==> src/core/ppc_consts.svh <==
`ifndef PPC_CONSTS_SVH
`define PPC_CONSTS_SVH
// register indices, byte address is four times the index
`define PPC_IDX_BLOCKS 8'h1A
`define PPC_IDX_COUNTS 8'h1B
`define PPC_IDX_TUNE 8'h1F
`define PPC_IDX_STATUS 8'h20
`define PPC_IDX_SLOPE_LO 8'h21
// reset values
`define PPC_RST_BLOCKS 8'h00
`define PPC_RST_COUNTS 8'h00
`define PPC_RST_TUNE 8'h20
`define PPC_RST_SLOPE_LO 8'h00
// field positions
`define PPC_SLOPE_HI_LSB 0
`define PPC_SET1_BLK_LSB 2
`define PPC_SET2_BLK_LSB 5
`define PPC_SET1_CNT_LSB 0
`define PPC_SET2_CNT_LSB 4
`define PPC_CAP_LSB 0
`define PPC_DUTY_SEL_LSB 4
`define PPC_DUTY_OFF_BIT 6
// stage layout
`define PPC_MAX_STAGES 4'hB
`define PPC_BLK0_STAGES 9
// capacitor bank unit
`define PPC_CAP_UNIT_FF 10'h03C
// inserted delay in ps, per band and duty code
`define PPC_DLY_B1_C0 9'h045
`define PPC_DLY_B1_C1 9'h0CF
`define PPC_DLY_B1_C2 9'h15A
`define PPC_DLY_B1_C3 9'h1E4
`define PPC_DLY_B2_C0 9'h023
`define PPC_DLY_B2_C1 9'h068
`define PPC_DLY_B2_C2 9'h0AD
`define PPC_DLY_B2_C3 9'h0F2
`define PPC_DLY_B3_C0 9'h021
`define PPC_DLY_B3_C1 9'h062
`define PPC_DLY_B3_C2 9'h0A4
`define PPC_DLY_B3_C3 9'h0E6
`endif

==> src/core/ppc_pkg.sv <==
package ppc_pkg;
    // one output power setting
    typedef struct packed {
        logic [2:0] blocks;
        logic [3:0] count;
    } ppc_pwr_set_s;
    // what reaches the amplifier and tuning network
    typedef struct packed {
        logic [10:0] stage_en;
        logic [2:0] blocks;
        logic pa_on;
        logic [8:0] delay_ps;
        logic [3:0] cap_sel;
        logic [9:0] cap_ff;
        logic [10:0] slope_ratio;
    } ppc_pa_drive_s;
endpackage

==> src/core/ppc_power_config_regs.sv <==
// Decided for this implementation: the APB register port.
`timescale 1ns/1ps
`include "ppc_consts.svh"
module ppc_power_config_regs
    import ppc_pkg::*;
(
    // clock and reset
    input wire logic i_core_clk,
    input wire logic i_rst_n,
    // apb slave
    input wire logic i_psel,
    input wire logic i_penable,
    input wire logic i_pwrite,
    input wire logic [31:0] i_paddr,
    input wire logic [31:0] i_pwdata,
    input wire logic [3:0] i_pstrb,
    output logic o_pready,
    output logic [31:0] o_prdata,
    output logic o_pslverr,
    // pins from the rest of the transmitter
    input wire logic [1:0] i_band_select,
    input wire logic i_set_select,
    input wire logic i_osc_settled,
    // amplifier drive
    output ppc_pa_drive_s o_pa_drive
);

    // =========================================================
    // functions
    function automatic logic [3:0] clamp_count(input logic [3:0] c);
        clamp_count = (c > `PPC_MAX_STAGES) ? `PPC_MAX_STAGES : c;
    endfunction

    function automatic logic [8:0] delay_lookup(input logic [1:0] band, input logic [1:0] code);
        logic [3:0] key;
        key = {band, code};
        case (key)
            4'h4: delay_lookup = `PPC_DLY_B1_C0;
            4'h5: delay_lookup = `PPC_DLY_B1_C1;
            4'h6: delay_lookup = `PPC_DLY_B1_C2;
            4'h7: delay_lookup = `PPC_DLY_B1_C3;
            4'h8: delay_lookup = `PPC_DLY_B2_C0;
            4'h9: delay_lookup = `PPC_DLY_B2_C1;
            4'hA: delay_lookup = `PPC_DLY_B2_C2;
            4'hB: delay_lookup = `PPC_DLY_B2_C3;
            4'hC: delay_lookup = `PPC_DLY_B3_C0;
            4'hD: delay_lookup = `PPC_DLY_B3_C1;
            4'hE: delay_lookup = `PPC_DLY_B3_C2;
            4'hF: delay_lookup = `PPC_DLY_B3_C3;
            default: delay_lookup = 9'h000;
        endcase
    endfunction

    // =========================================================
    // pin synchronisers, a change counts once stages two and three agree
    logic [3:0] pin_s1;
    logic [3:0] pin_s2;
    logic [3:0] pin_s3;
    logic [3:0] pin_q;

    always_ff @(posedge i_core_clk or negedge i_rst_n) begin
        if (!i_rst_n) begin
            pin_s1 <= 4'h0;
            pin_s2 <= 4'h0;
            pin_s3 <= 4'h0;
        end else begin
            pin_s1 <= {i_osc_settled, i_set_select, i_band_select};
            pin_s2 <= pin_s1;
            pin_s3 <= pin_s2;
        end
    end

    always_ff @(posedge i_core_clk or negedge i_rst_n) begin
        if (!i_rst_n) begin
            pin_q <= 4'h0;
        end else begin
            for (int i = 0; i < 4; i++) begin
                if (pin_s2[i] == pin_s3[i]) begin
                    pin_q[i] <= pin_s2[i];
                end
            end
        end
    end

    logic [1:0] band_q;
    logic set_q;
    logic osc_q;
    assign band_q = pin_q[1:0];
    assign set_q = pin_q[2];
    assign osc_q = pin_q[3];

    // =========================================================
    // apb decode
    logic [7:0] reg_idx;
    logic idx_ok;
    logic idx_mapped;
    logic writable;
    logic access_done;
    logic wr_en;

    // upper address bits must be clear, index sits above the byte lane bits
    assign reg_idx = i_paddr[9:2];
    assign idx_ok = (i_paddr[31:10] == 22'h0) && (i_paddr[1:0] == 2'h0);
    assign writable = (reg_idx == `PPC_IDX_BLOCKS) || (reg_idx == `PPC_IDX_COUNTS)
        || (reg_idx == `PPC_IDX_TUNE) || (reg_idx == `PPC_IDX_SLOPE_LO);
    assign idx_mapped = idx_ok && (writable || (reg_idx == `PPC_IDX_STATUS));
    assign access_done = i_psel && i_penable && o_pready;
    // no gating on the oscillator: the bus works from reset on
    assign wr_en = access_done && i_pwrite && idx_ok && writable && i_pstrb[0];

    // =========================================================
    // configuration registers
    logic [7:0] blocks_reg;
    logic [7:0] counts_reg;
    logic [7:0] tune_reg;
    logic [7:0] slope_lo_reg;

    always_ff @(posedge i_core_clk or negedge i_rst_n) begin
        if (!i_rst_n) begin
            blocks_reg <= `PPC_RST_BLOCKS;
            counts_reg <= `PPC_RST_COUNTS;
            tune_reg <= `PPC_RST_TUNE;
            slope_lo_reg <= `PPC_RST_SLOPE_LO;
        end else if (wr_en) begin
            case (reg_idx)
                `PPC_IDX_BLOCKS: blocks_reg <= i_pwdata[7:0];
                `PPC_IDX_COUNTS: counts_reg <= i_pwdata[7:0];
                // reserved top bit kept at zero
                `PPC_IDX_TUNE: tune_reg <= {1'b0, i_pwdata[6:0]};
                `PPC_IDX_SLOPE_LO: slope_lo_reg <= i_pwdata[7:0];
                default: ;
            endcase
        end
    end

    // one wait state so every answer comes from a flop
    always_ff @(posedge i_core_clk or negedge i_rst_n) begin
        if (!i_rst_n) begin
            o_pready <= 1'b0;
        end else begin
            o_pready <= i_psel && i_penable && !o_pready;
        end
    end

    logic [31:0] status_word;

    // config registers are write-only and read back as zero
    always_ff @(posedge i_core_clk or negedge i_rst_n) begin
        if (!i_rst_n) begin
            o_prdata <= 32'h0;
            o_pslverr <= 1'b0;
        end else if (i_psel && i_penable && !o_pready) begin
            o_prdata <= (!i_pwrite && idx_ok && reg_idx == `PPC_IDX_STATUS) ? status_word : 32'h0;
            o_pslverr <= !idx_mapped || (i_pwrite && reg_idx == `PPC_IDX_STATUS);
        end else begin
            o_prdata <= 32'h0;
            o_pslverr <= 1'b0;
        end
    end

    // =========================================================
    // power setting selection and stage map
    ppc_pwr_set_s set1;
    ppc_pwr_set_s set2;
    ppc_pwr_set_s active;
    logic [3:0] stage_cnt;
    logic [10:0] next_stage_en;

    assign set1.blocks = blocks_reg[`PPC_SET1_BLK_LSB +: 3];
    assign set1.count = counts_reg[`PPC_SET1_CNT_LSB +: 4];
    assign set2.blocks = blocks_reg[`PPC_SET2_BLK_LSB +: 3];
    assign set2.count = counts_reg[`PPC_SET2_CNT_LSB +: 4];
    assign active = set_q ? set2 : set1;
    assign stage_cnt = clamp_count(active.count);

    always_comb begin
        next_stage_en = 11'h000;
        for (int i = 0; i < 11; i++) begin
            // stage i is lit when the count reaches past it and its block is on
            if (4'(i) < stage_cnt) begin
                if (i < `PPC_BLK0_STAGES) begin
                    next_stage_en[i] = active.blocks[0];
                end else if (i == `PPC_BLK0_STAGES) begin
                    next_stage_en[i] = active.blocks[1];
                end else begin
                    next_stage_en[i] = active.blocks[2];
                end
            end
        end
    end

    // =========================================================
    // duty delay, slope divider and tuning
    logic duty_off;
    logic [1:0] duty_sel;
    logic [3:0] cap_sel;
    logic [8:0] next_delay;
    logic [9:0] next_cap_ff;
    logic [10:0] next_slope;

    assign duty_off = tune_reg[`PPC_DUTY_OFF_BIT];
    assign duty_sel = tune_reg[`PPC_DUTY_SEL_LSB +: 2];
    assign cap_sel = tune_reg[`PPC_CAP_LSB +: 4];
    // band 0 has no table entry, so its delay falls to zero
    // duty-off set in band 0 is a software fault, the output stays zero anyway
    assign next_delay = duty_off ? 9'h000 : delay_lookup(band_q, duty_sel);
    assign next_cap_ff = (cap_sel[0] ? `PPC_CAP_UNIT_FF : 10'h000)
        + (cap_sel[1] ? (`PPC_CAP_UNIT_FF << 1) : 10'h000)
        + (cap_sel[2] ? (`PPC_CAP_UNIT_FF << 2) : 10'h000)
        + (cap_sel[3] ? (`PPC_CAP_UNIT_FF << 3) : 10'h000);
    assign next_slope = {1'b0, blocks_reg[`PPC_SLOPE_HI_LSB +: 2], slope_lo_reg} + 11'h001;

    always_ff @(posedge i_core_clk or negedge i_rst_n) begin
        if (!i_rst_n) begin
            o_pa_drive <= '0;
        end else begin
            o_pa_drive.stage_en <= next_stage_en;
            o_pa_drive.blocks <= active.blocks;
            o_pa_drive.pa_on <= (stage_cnt != 4'h0) && (next_stage_en != 11'h000);
            o_pa_drive.delay_ps <= next_delay;
            o_pa_drive.cap_sel <= cap_sel;
            o_pa_drive.cap_ff <= next_cap_ff;
            o_pa_drive.slope_ratio <= next_slope;
        end
    end

    assign status_word = {22'h0, osc_q, band_q, set_q, o_pa_drive.pa_on, 1'b0, stage_cnt};
endmodule // ppc_power_config_regs

==> config.mk <==
export PLATFORM = sky130hd
export DESIGN_NAME = ppc_power_config_regs
export DESIGN_NICKNAME = d
export VERILOG_FILES = /design/src/core/ppc_pkg.sv /design/src/core/ppc_power_config_regs.sv
export VERILOG_INCLUDE_DIRS = /design/src /design/src/core
export SDC_FILE = /design/constraint.sdc
export NUM_CORES = 1
export LEC_CHECK = 0
export BUFFER_PORTS_ARGS = -buffer_cell sky130_fd_sc_hd__buf_2
export CAP_MARGIN = 15
export CORE_AREA = 10 10 145 147
export CTS_CLUSTER_SIZE = 30
export DETAILED_ROUTE_END_ITERATION = 8
export DIE_AREA = 0 0 155 157
export SKIP_LAST_GASP = 1
export SLEW_MARGIN = 20
export SYNTH_ARGS = -nofsm -noshare
export SYNTH_HDL_FRONTEND = slang
export SYNTH_SLANG_ARGS = --single-unit
==> constraint.sdc <==
create_clock -name i_core_clk -period 3.59 [get_ports i_core_clk]
set_clock_uncertainty 0.15 [all_clocks]
set_input_delay 0.5385 -clock i_core_clk [delete_from_list [all_inputs] [get_ports i_core_clk]]
set_output_delay 0.5385 -clock i_core_clk [all_outputs]
set_load 0.05 [all_outputs]
# After elaboration in Yosys (flattened, before gate mapping)
# Memories as Yosys holds them, arrays and structs flattened.
# Index checks and enable logic that the tools add are counted.
[totals] reg_bits=130 rom_bits=144 in_bits=77 out_inout_bits=83 wordCells=97 n_memories=1
[memory_table] name="(name not given)" depth=16 width=9 read_ports=1 rd_ports_with_merged_regs=0 wr=0 line_no="ppc_power_config_regs.sv:37" rtl="case (key)"
[classes] add_sub_neg=4 order_cmp=12 n_eq_ne=9 muxes=21 reduce_logical=29
[ops] op="$eq A8 B5 Y1 const B" n=3
[ops] op="$logic_not A22 Y1" n=1
[ops] op="$mux W10" n=2
[ops] op="$mux W9" n=2
[ops] op="$eq A8 B6 Y1 const B" n=2
[ops] op="$lt A3 B4 Y1 const A" n=4
[ops] op="$mux W7" n=2
[ops] op="$logic_and A1 B1 Y1" n=13
[ops] op="$lt A4 B4 Y1 const A" n=3
[ops] op="$mux W1" n=12
[ops] op="$add A10 B1 Y11 const B" n=1
[ops] op="$reduce_bool A11 Y1" n=1
[ops] op="$add A9 B9 Y10" n=1
[ops] op="$add A8 B8 Y9" n=1
[ops] op="$add A6 B7 Y8" n=1
[ops] op="$lt A1 B4 Y1 const A" n=2
[ops] op="$lt A2 B4 Y1 const A" n=2
[ops] op="$mux W8" n=1
[ops] op="$reduce_and A2 Y1" n=4
[ops] op="$mux W6" n=1
[ops] op="$logic_or A1 B1 Y1" n=5
[ops] op="$eq A1 B1 Y1" n=4
[ops] op="$gt A4 B4 Y1 const B" n=1
[ops] op="$mux W4" n=1
[ops] op="3 further kinds" n=5

# Longest topological paths before layout
# Gate-level depths: netlist of the first run.
[depth] depth_word=9 ltp_mapped=11 ltp_nobuf=11

# Worst setup path after synthesis of the first run
# No wires, ideal clock.
[synth_path] path_type="register to register" from="register tune_reg[1]" to="register o_pa_drive[20] in the netlist's numbering" arrival_time_ns=2.408 required_time_ns=3.317 slack_ns=0.909 path_stages_with_launch=12 path_buffers=0 period_less_slack_ns=2.681 path_cell_list="dfrtp_1 fa_1 inv_1 fa_1 inv_1 ha_1 inv_1 fa_1 inv_1 a21o_1 a21oi_1 xnor2_1"
[synth_via] elab_chain_cells=4
[synth_rtl] element="start: declaration" line_no="ppc_power_config_regs.sv:115" rtl="logic [7:0] tune_reg;"
[synth_rtl] element="start signal: assignment" line_no="ppc_power_config_regs.sv:122" rtl="tune_reg <= `PPC_RST_TUNE;"
[synth_rtl] element="start signal: assignment" line_no="ppc_power_config_regs.sv:129" rtl="`PPC_IDX_TUNE: tune_reg <= {1'b0, i_pwdata[6:0]};"
[synth_rtl] element="$mux W7" line_no="ppc_power_config_regs.sv:208" rtl="+ (cap_sel[1] ? (`PPC_CAP_UNIT_FF << 1) : 10'h000)"
[synth_rtl] element="$add A6 B7 Y8" line_no="ppc_power_config_regs.sv:207" rtl="assign next_cap_ff = (cap_sel[0] ? `PPC_CAP_UNIT_FF : 10'h000)"
[synth_rtl] element="$add A8 B8 Y9" line_no="ppc_power_config_regs.sv:207"
[synth_rtl] element="$add A9 B9 Y10" line_no="ppc_power_config_regs.sv:207"
[synth_rtl] element="named net next_cap_ff[9]" line_no="ppc_power_config_regs.sv:198" rtl="logic [9:0] next_cap_ff;"
[synth_rtl] element="end: declaration" line_no="ppc_power_config_regs.sv:25" rtl="output ppc_pa_drive_s o_pa_drive"
# The timed path passes the listed nets, and every way through them passes these cells.
# A chain may end at the register's enable or synchronous reset.

# Worst setup path after layout of the first run
# Ends and elaborated chain as after synthesis.

==> metrics, run 1 <==
Fmax=353 MHz; post-route setup TNS=0 ns; sequential-to-total area share from yosys stat=between 50% and 60%; synthesized area=approximately 4400 um2; initial antenna violation count=0; hold_buf cts=0; Post-Layout Cell Count=690; drc violations=0; mean post-synth cell area=13.2 um2; total routed wirelength=between 10000 and 15000 um; core outline area=between 15000 and 20000 um2; Hold WC Path Type=primary input to asynchronous set/reset pin; H-tree depth=3; Placed Cells=roughly 680; crit start category=flop; Max IR drop VDD=approximately 0.00020 V; Largest regs=o_pa_drive x46, o_prdata x9; setup ws final=0.760 ns; pre-CTS WS=~0.74 ns; CP Data Required Time=3.68 ns; GR Overflow Total=0; largest reg by FF count=o_pa_drive; Max clock buf depth=2; first-pass GRT wire length=around 17000 um; crit share post-route=78.8%; RSZ-0062 raised after global routing=false; reg-to-reg endpoint=o_pa_drive[20]; r2r startpoint=tune_reg[1]; diode count=0; WP data arrival=approximately 2.9 ns; Tmin final=approximately 2.8 ns; post-route cell area=approximately 5500 um2; drt first pass iters=4; Worst Hold Margin=0.141 ns; Post-synth EDFFs=0; Final Setup Violations=0; CTS clock-pin slew for the worst setup and hold paths=approximately 0.070 ns; worst relative slew slack=44.5%; Detailed Route Iter0 Violations=around 120; vias per cell=roughly 4.2; P&R area growth vs syn=23.2%; average wire per standard cell=15.0 um; final count of hold timing violations=0; YS warnings=0; Synth Instances=between 300 and 400; cell area power density=approximately 440 nW/um2; I/O pin count=160; Resized cells post-CTS=0; Final HPWL DP=about 8100 um; worst setup path class=flop to flop; CP endpoint kind=flop; detailed-route via count=roughly 2900; final slew viol count=0; largest net degree at the start of global routing=69; distinct cell type count after synthesis=42; FF-to-FF setup slack=0.76 ns; DIE AREA=roughly 24000 um2; status=finished, final reports clean; port bufs=107; max capacitance violation total=0; share of post-route cells with drive strength above 1=a little over a third; Total Nets Final=between 500 and 600; Die Span Y=157 um; Async SR Flop Fraction=100%; Worst Max-Slew Pin Slew=between 0.8 and 0.9 ns; Max FO, Critical Path=5; Yosys reg bits=104; Starting Density=about 24%; Clock Tree Root=clkbuf_16; row cnt=50; DP Area=5160 um2; placer congestion estimate=0.827; Sink Count=roughly 100; Static Leak=2.94 nW; clock insertion delay at the later pin of the skew report=between 0.3 and 0.4 ns; Die Width=about 160 um; vias in the first global route=between 3000 and 4000; Worst Reg-to-Reg Cells=11; ys flop type=dfrtp_1; CTS tree=done; Largest register FFs=46; CTS Buf Count=9; Antenna Nets Post-Route=0; postcts setup bufs=0; Tot GR Track Use=approximately 8.8%
[synth_stat cells, types with 2 or more instances]
library cell  instances  area share (%)
and2_1                6            0.85
nand3_1               7            0.79
clkbuf_1              3            0.25
nand2_1               9            0.76
a21boi_0              3            0.51
nor2b_1               2            0.28
xor2_1                3            0.59
nor3_1                3            0.34
nor4_1                7            0.99
nand4_1               4            0.56
a22oi_1               4            0.68
a21oi_1              10             1.1
xnor2_1               8             1.6
inv_1                24             2.0
mux2_2               34             8.6
and3_1                5            0.71
nor4_4                4             1.9
ha_1                 15             4.2
dfrtp_1             103              58
o22ai_1               2            0.28
o21ai_0               7            0.79
nor2_1               15             1.3
maj3_1                4            0.90
mux2i_1               7             1.6
a21o_1                2            0.34
buf_4                26             4.4
fa_1                  5             2.3
[cells by family after synthesis]
kind of cell / Yosys count / share of synthesized area (%)
xor gates and xnor gates: 11 / 2.17
other: 1 / 0.0846
muxes: 41 / 10.2
and+or+nand+nor: 69 / 9.85
AOI/OAI and AO/OA: 33 / 4.71
adders and majority gates: 24 / 7.40
buffers and inverters: 54 / 6.80
DFF: 104 / 58.8
[metal layers]
metal,up-vias,track usage (%),part of all wire [%]
met1,1418,10.3,43
met3,16,2.73,6.8
met2,110,13.8,47
met5,-,0,0
li1,1334,-,-
met4,0,5.13,2.8
[report_power, final]
part	switching (W)	leakage (nW)	internal, W
sequential	0.0000167	1.40	0.00119
combinational	0.000143	1.40	0.0000418
clock	0.000431	0.146	0.000560
[worst max-delay path, stage by stage (launching register included)]
cell	delay [ns]
dfrtp_1	0.45
fa_1	0.58
inv_1	0.05
fa_1	0.42
inv_1	0.06
ha_1	0.17
inv_1	0.06
fa_1	0.39
inv_1	0.07
a21o_1	0.10
a21oi_1	0.07
xnor2_1	0.14
[worst max-delay path by stage]
stage / to / cells past startpoint / startpoint
floorplan: o_pa_drive[20] / 11 / tune_reg[1]
global route: o_pa_drive[20] / 11 / tune_reg[2]
finish: o_pa_drive[20] / 11 / tune_reg[1]
detailed placement: o_pa_drive[20] / 11 / tune_reg[2]
CTS: o_pa_drive[20] / 11 / tune_reg[2]
global placement: o_pa_drive[20] / 11 / tune_reg[2]
[cell type report]
type | count | area, um2
clock inverter | 4 | 52.6
timing repair buffer | 110 | 561
clock buffer | 11 | 243
multi-input combinational | 203 | 1620
tap | 234 | 293
sequential | 104 | 2600
fill | 1887 | 12900
inverter | 24 | 90.1
[stage by stage]
| stage | power [W] | utilization, % |
|---|---|---|
| 4_1_cts | 0.00242 | 29.8 |
| 2_1_floorplan | 0.00136 | - |
| 3_5_place_dp | 0.00141 | 28.2 |
| 6_report | 0.00238 | 29.8 |
| 3_3_place_gp | 0.00141 | 28.2 |
| 5_1_grt | 0.00249 | 29.8 |
[cells in the final DEF, fill, tap and decap left out, types with 9 or more instances in the layout]
cell	instances
nand2_1	9
a21oi_1	10
buf_2	106
nor2_1	15
clkbuf_16	9
inv_1	24
dfrtp_1	103
mux2_2	34
conb_1	25
ha_1	15
Note: power is estimated with default switching activity, not from simulation.
==> run 2: changes to the inputs <==
- clock period: 3.59 -> 2.5 ns (I/O delays scaled with it)
==> run 2 against run 1 <==
The flow now finishes with violations (setup timing). Sequential share of layout area decreased by 2.1 points. Setup slack got worse by 0.98 ns. Combinational power increased by 47%. Final cell count increased by 3.9%. Worst hold slack improved by 0.031 ns. Largest cell class unchanged.
==> metrics, run 2 (synthesis gave the netlist of run 1 again) <==
crit start category=flop (unchanged); clock insertion delay at the later pin of the skew report=0.35 ns (about the same); H-tree depth=3 (unchanged); failing checks=setup timing; Largest regs=o_pa_drive x46, o_prdata x9 (unchanged); max capacitance violation total=0 (unchanged); GR Overflow Total=0 (unchanged); CP endpoint kind=flop (unchanged); drc violations=0 (unchanged); reg-to-reg endpoint=o_pa_drive[20] (unchanged); Final HPWL DP=8280 um (was 8050 um); Post-Layout Cell Count=717 (was 690); Sink Count=104 (unchanged); Tmin final=2.72 ns (was 2.83 ns); Worst Max-Slew Pin Slew=0.568 ns (was 0.810 ns); share of post-route cells with drive strength above 1=40.0% (was 36.0%); Fmax=368 MHz (was 353 MHz); worst relative slew slack=61.6% (was 44.5%); Detailed Route Iter0 Violations=69 (was 115); Die Span Y=157 um (unchanged); slowest CP cell=fa_1 (unchanged); Clock Tree Root=clkbuf_16 (unchanged); largest net degree at the start of global routing=44 (was 69); Min-Delay Endpoint=blocks_reg[7]; Total Nets Final=574 (was 549); CTS Buf Count=9 (unchanged); Placed Cells=691 (was 675); core outline area=18300 um2 (unchanged); total routed wirelength=10600 um (was 10400 um); CP Data Required Time=2.59 ns (was 3.68 ns); Hold WC Path Type=primary input to flop (was primary input to asynchronous set/reset pin); FILL cells=1857 (was 1887); post-route cell area=5700 um2 (was 5460 um2); Starting Density=24.2% (unchanged); setup ws final=-0.218 ns (was 0.760 ns); FF-to-FF setup slack=-0.22 ns (was 0.76 ns); Die Width=155 um (unchanged); initial antenna violation count=2 (was 0); worst setup path class=flop to flop (unchanged); CP peak stage delay=0.58 ns (about the same); CTS tree=done (unchanged); worst hold path cell count=2; CTS clock-pin slew for the worst setup and hold paths=0.07 ns (about the same); average wire per standard cell=14.8 um (was 15.0 um); post-route setup TNS=-0.465 ns (was 0 ns); Final Setup Violations=4 (was 0); crit share post-route=109% (was 78.8%); first-pass GRT wire length=16900 um (was 16800 um); most used cells in the layout excluding fill and tap cells=buf_2 (106), dfrtp_1 (103), mux2_2 (34) (unchanged); P&R area growth vs syn=28.7% (was 23.2%); RSZ-0062 raised after global routing=true (was false); placer congestion estimate=0.773 (was 0.827); Antenna Nets Post-Route=0 (unchanged); most common cell after layout, fill and taps aside=buf_2 (unchanged); Buf/Inv on CP=4 (unchanged); Tot GR Track Use=8.86% (was 8.76%); CP dominant cell by count=inv_1 (unchanged); DP Area=5300 um2 (was 5160 um2); drt first pass iters=4 (unchanged); port bufs=107 (unchanged); detailed-route via count=2966 (was 2878); r2r startpoint=tune_reg[1] (unchanged); vias in the first global route=3249 (was 3259); largest reg by FF count=o_pa_drive (unchanged); family with the most delay on the worst path=adder cells (unchanged); Static Leak=3.05 nW (was 2.94 nW); cell area power density=590 nW/um2 (was 436 nW/um2); WP data arrival=2.80 ns (was 2.92 ns); DIE AREA=24300 um2 (unchanged); crit-path cells=fa_1 > inv_1 > fa_1 > inv_1 > ha_2 > inv_2 > fa_2 > inv_1 > a21o_1 > a21oi_2 > xnor2_1 (was fa_1 > inv_1 > fa_1 > inv_1 > ha_1 > inv_1 > fa_1 > inv_1 > a21o_1 > a21oi_1 > xnor2_1); Max clock buf depth=2 (unchanged); Largest register FFs=46 (unchanged); Max FO, Critical Path=2 (was 5); final count of hold timing violations=0 (unchanged); Max IR drop VDD=0.000348 V (was 0.000199 V); HP Start=i_pwdata[7]; I/O pin count=160 (unchanged); status=finished with violations (was finished, final reports clean); end-of-flow core utilization=31.1% (was 29.8%); vias per cell=4.14 (was 4.17); final slew viol count=0 (unchanged); Worst Reg-to-Reg Cells=11 (unchanged); row cnt=50 (unchanged)
## run 2: cell types whose count changed in the layout (fill, tap and decap cells not counted), sizes merged
cell	change
buf	+20
dlygate4sd3	+5
clkinvlp	+3
clkbuf	-2
bufinv	-1
clkinv	+1
diode	+1
## run 2: area by class of cell
type                       count  area [um2]  area share, %
timing repair buffer         135         781           13.7
tap                          234         293           5.13
multi-input combinational    203        1640           28.8
clock inverter                 7        67.6           1.18
antenna                        1        2.50         0.0439
sequential                   104        2600           45.6
clock buffer                   9         225           3.95
inverter                      24        90.1           1.58
## run 2: routing by layer
layer | GRT usage, % | up-vias | wire, um
met2 | 14.3 | 103 | 5090
met4 | 4.54 | 2 | 240
met5 | 0 | - | 20
met1 | 10.2 | 1454 | 4490
li1 | - | 1391 | -
met3 | 3.06 | 16 | 753
## run 2: worst max-delay path by stage
stage	from	to	slack [ns]	depth (start not counted)
floorplan	tune_reg[2]	o_pa_drive[20]	-0.15	11
global placement	tune_reg[0]	o_pa_drive[20]	-0.17	11
global route	tune_reg[1]	o_pa_drive[20]	-0.29	11
CTS	tune_reg[2]	o_pa_drive[20]	-0.20	11
detailed placement	tune_reg[0]	o_pa_drive[20]	-0.21	11
finish	tune_reg[1]	o_pa_drive[20]	-0.22	11
## run 2: repair_timing
item	4_1_cts	5_1_grt
hold buffers	5	0
setup endpoints to repair	4	4
pin swaps	1	4
gates cloned	0	0
resized for setup	2	5
buffers inserted	1	3
endpoints found under the hold margin	41	0
## run 2: through the flow
stage / hold slack [ns] / total power [W] / worst slack [ns]
after floorplan: -0.0706 / 0.00195 / -0.147
after global placement: 0.188 / 0.00203 / -0.168
after detailed placement: 0.189 / 0.00203 / -0.205
after CTS: 0.152 / 0.00343 / -0.205
after global routing: 0.166 / 0.00351 / -0.288
final: 0.173 / 0.00336 / -0.218
## run 2: power breakdown
group | total (W) | leakage [nW] | internal, W | switching [W]
combinational | 0.000271 | 1.52 | 0.0000673 | 0.000204
clock | 0.00136 | 0.133 | 0.000696 | 0.000665
sequential | 0.00173 | 1.40 | 0.00171 | 0.0000248
==> run 3: changes to the inputs <==
- CORE_AREA: 10 10 145 147 -> 10 10 111 113
- DIE_AREA: 0 0 155 157 -> 0 0 121 123
- PLACE_DENSITY: unset -> 0.75
- TNS_END_PERCENT: unset -> 30
==> run 3 against run 2 <==
The flow still finishes with violations (setup timing). Clock power down 21%. Flip-flop and latch count is the same. Final cell count is 14% lower. Wire length shrank 9.9%. Die area decreased by 39%. Non-clock buffer count is 4 lower.
==> metrics, run 3 (synthesis gave the netlist of run 1 again) <==
status=finished with violations (unchanged); failing checks=setup timing (unchanged); largest reg by FF count=o_pa_drive (unchanged); Largest regs=o_pa_drive x46, o_prdata x9 (unchanged); drt first pass iters=4 (unchanged); Starting Density=43.7% (was 24.2%); GR Overflow Total=0 (unchanged); postcts setup bufs=0 (was 1); WP data arrival=2.86 ns (was 2.80 ns); crit share post-route=109% (about the same); drc violations=0 (unchanged); vias in the first global route=3244 (was 3249); setup ws final=-0.214 ns (was -0.218 ns); CP dominant cell by count=inv_1 (unchanged); CTS tree=done (unchanged); CP endpoint kind=flop (unchanged); Top Usage Layer GRT=met2 (unchanged); M3 GR Usage=4.60% (was 3.06%); largest net degree at the start of global routing=46 (was 44); HP Start=i_pwdata[0] (was i_pwdata[7]); Final HPWL DP=7510 um (was 8280 um); Worst Max-Slew Pin Slew=0.573 ns (was 0.568 ns); Total Nets Final=570 (was 574); core outline area=10100 um2 (was 18300 um2); Max IR drop VDD=0.000267 V (was 0.000348 V); RSZ-0062 raised after global routing=true (unchanged); Tmin final=2.71 ns (was 2.72 ns); Post-Layout Cell Count=614 (was 717); met2 usage=21.3% (was 14.3%); share of post-route cells with drive strength above 1=38.5% (was 40.0%); max capacitance violation total=0 (unchanged); CTS Buf Count=9 (unchanged); P&R area growth vs syn=22.5% (was 28.7%); Antenna Nets Post-Route=0 (unchanged); average wire per standard cell=15.6 um (was 14.8 um); Detailed Route Iter0 Violations=169 (was 69); Die Span Y=123 um (was 157 um); Max clock buf depth=2 (unchanged); Buf/Inv on CP=4 (unchanged); worst relative slew slack=60.7% (was 61.6%); total power=0.00308 W (was 0.00336 W); Max FO, Critical Path=2 (unchanged); Critical path origin=tune_reg[1] (unchanged); clock insertion delay at the later pin of the skew report=0.37 ns (was 0.35 ns); Die Width=121 um (was 155 um); CP peak stage delay=0.57 ns (was 0.58 ns); H-tree depth=3 (unchanged); Sink Count=104 (unchanged); Static Leak=3.00 nW (was 3.05 nW); vias per cell=4.76 (was 4.14); crit-path cells=fa_1 > inv_1 > fa_1 > inv_1 > ha_1 > inv_1 > fa_2 > inv_1 > a21o_1 > a21oi_2 > xnor2_1 (was fa_1 > inv_1 > fa_1 > inv_1 > ha_2 > inv_2 > fa_2 > inv_1 > a21o_1 > a21oi_2 > xnor2_1); crit start category=flop (unchanged); family with the most delay on the worst path=adder cells (unchanged); Largest register FFs=46 (unchanged); most used cells in the layout excluding fill and tap cells=buf_2 (106), dfrtp_1 (103), mux2_2 (34) (unchanged); DIE AREA=14900 um2 (was 24300 um2); row cnt=37 (was 50); r2r startpoint=tune_reg[1] (unchanged); first-pass GRT wire length=15600 um (was 16900 um); Clock Tree Root=clkbuf_8 (was clkbuf_16); total routed wirelength=9550 um (was 10600 um); Tot GR Track Use=13.0% (was 8.86%); worst setup path class=flop to flop (unchanged); placer congestion estimate=0.822 (was 0.773); cell area power density=568 nW/um2 (was 590 nW/um2); detailed-route via count=2920 (was 2966); Hold WC Path Type=primary input to flop (unchanged); CTS clock-pin slew for the worst setup and hold paths=0.11 ns (was 0.07 ns); final slew viol count=0 (unchanged); CP Data Required Time=2.65 ns (was 2.59 ns); Fmax=369 MHz (was 368 MHz); initial antenna violation count=0 (was 2); Placed Cells=593 (was 691); port bufs=107 (unchanged); slowest CP cell=fa_1 (unchanged); final count of hold timing violations=0 (unchanged); met1 usage=15.2% (was 10.2%); I/O pin count=160 (unchanged); diode count=0 (was 1); Final Setup Violations=3 (was 4); most common cell after layout, fill and taps aside=buf_2 (unchanged)
run 3: cell count changes in the layout (fill, tap and decap cells not counted), moves of 2 or more:
cell,delta
inv_2,-2
clkbuf_8,+10
ha_1,+2
buf_6,-2
clkbuf_16,-9
clkinvlp_4,-2
inv_1,+2
run 3: repair_timing:
action                                 4_1_cts  5_1_grt
pin swaps                                    2        0
resized for setup                            0        0
setup endpoints to repair                    4        4
cloned                                       0        0
endpoints found under the hold margin       45        0
hold buffers                                 5        0
run 3: worst reg2reg max path, cell delays in order (launching register included):
cell and delay, ns:
dfrtp_1 0.43, fa_1 0.57, inv_1 0.06, fa_1 0.48, inv_1 0.04, ha_1 0.20
inv_1 0.07, fa_2 0.19, inv_1 0.04, a21o_1 0.17, a21oi_2 0.13, xnor2_1 0.13
run 3: worst paths after layout:
kind                                         to  slack (ns)  cells after the start
worst max-delay path             o_pa_drive[20]       -0.21                     11
max in group asynchronous       slope_lo_reg[6]        1.11                      3
worst min register to register        pin_s2[0]        0.21                      0
worst max register to register   o_pa_drive[20]       -0.21                     11
min in group asynchronous       slope_lo_reg[0]        0.37                      2
worst min-delay path            slope_lo_reg[0]        0.14                      2
run 3: per-layer routing:
layer | up-vias | part of all wire [%]
met5 | - | 0
met2 | 104 | 47
met4 | 0 | 1.2
met3 | 10 | 7.6
met1 | 1431 | 44
li1 | 1375 | -
run 3: metrics by stage:
stage	utilization, %	hold slack (ns)	instance area, um2	setup TNS, ns	setup slack (ns)
after global routing	53.6	0.127	5430	-0.845	-0.394
after global placement	51.0	0.184	5170	-0.252	-0.179
after floorplan	-	-0.0706	4530	-0.147	-0.147
final	53.6	0.143	5430	-0.355	-0.214
after CTS	53.6	0.127	5430	-0.384	-0.226
after detailed placement	51.0	0.187	5170	-0.385	-0.238
run 3: cell type report:
type | instances | area, um2
Fill cell | 855 | 4710
Sequential cell | 104 | 2600
Multi-Input combinational cell | 203 | 1620
Timing Repair Buffer | 131 | 731
Tap cell | 136 | 170
Clock buffer | 10 | 138
Inverter | 24 | 90.1
Clock inverter | 6 | 75.1
run 3: power by group:
part           switching (W)  leakage, nW  internal, W
sequential         0.0000243         1.40      0.00171
clock               0.000578        0.105     0.000504
combinational       0.000203         1.50    0.0000661
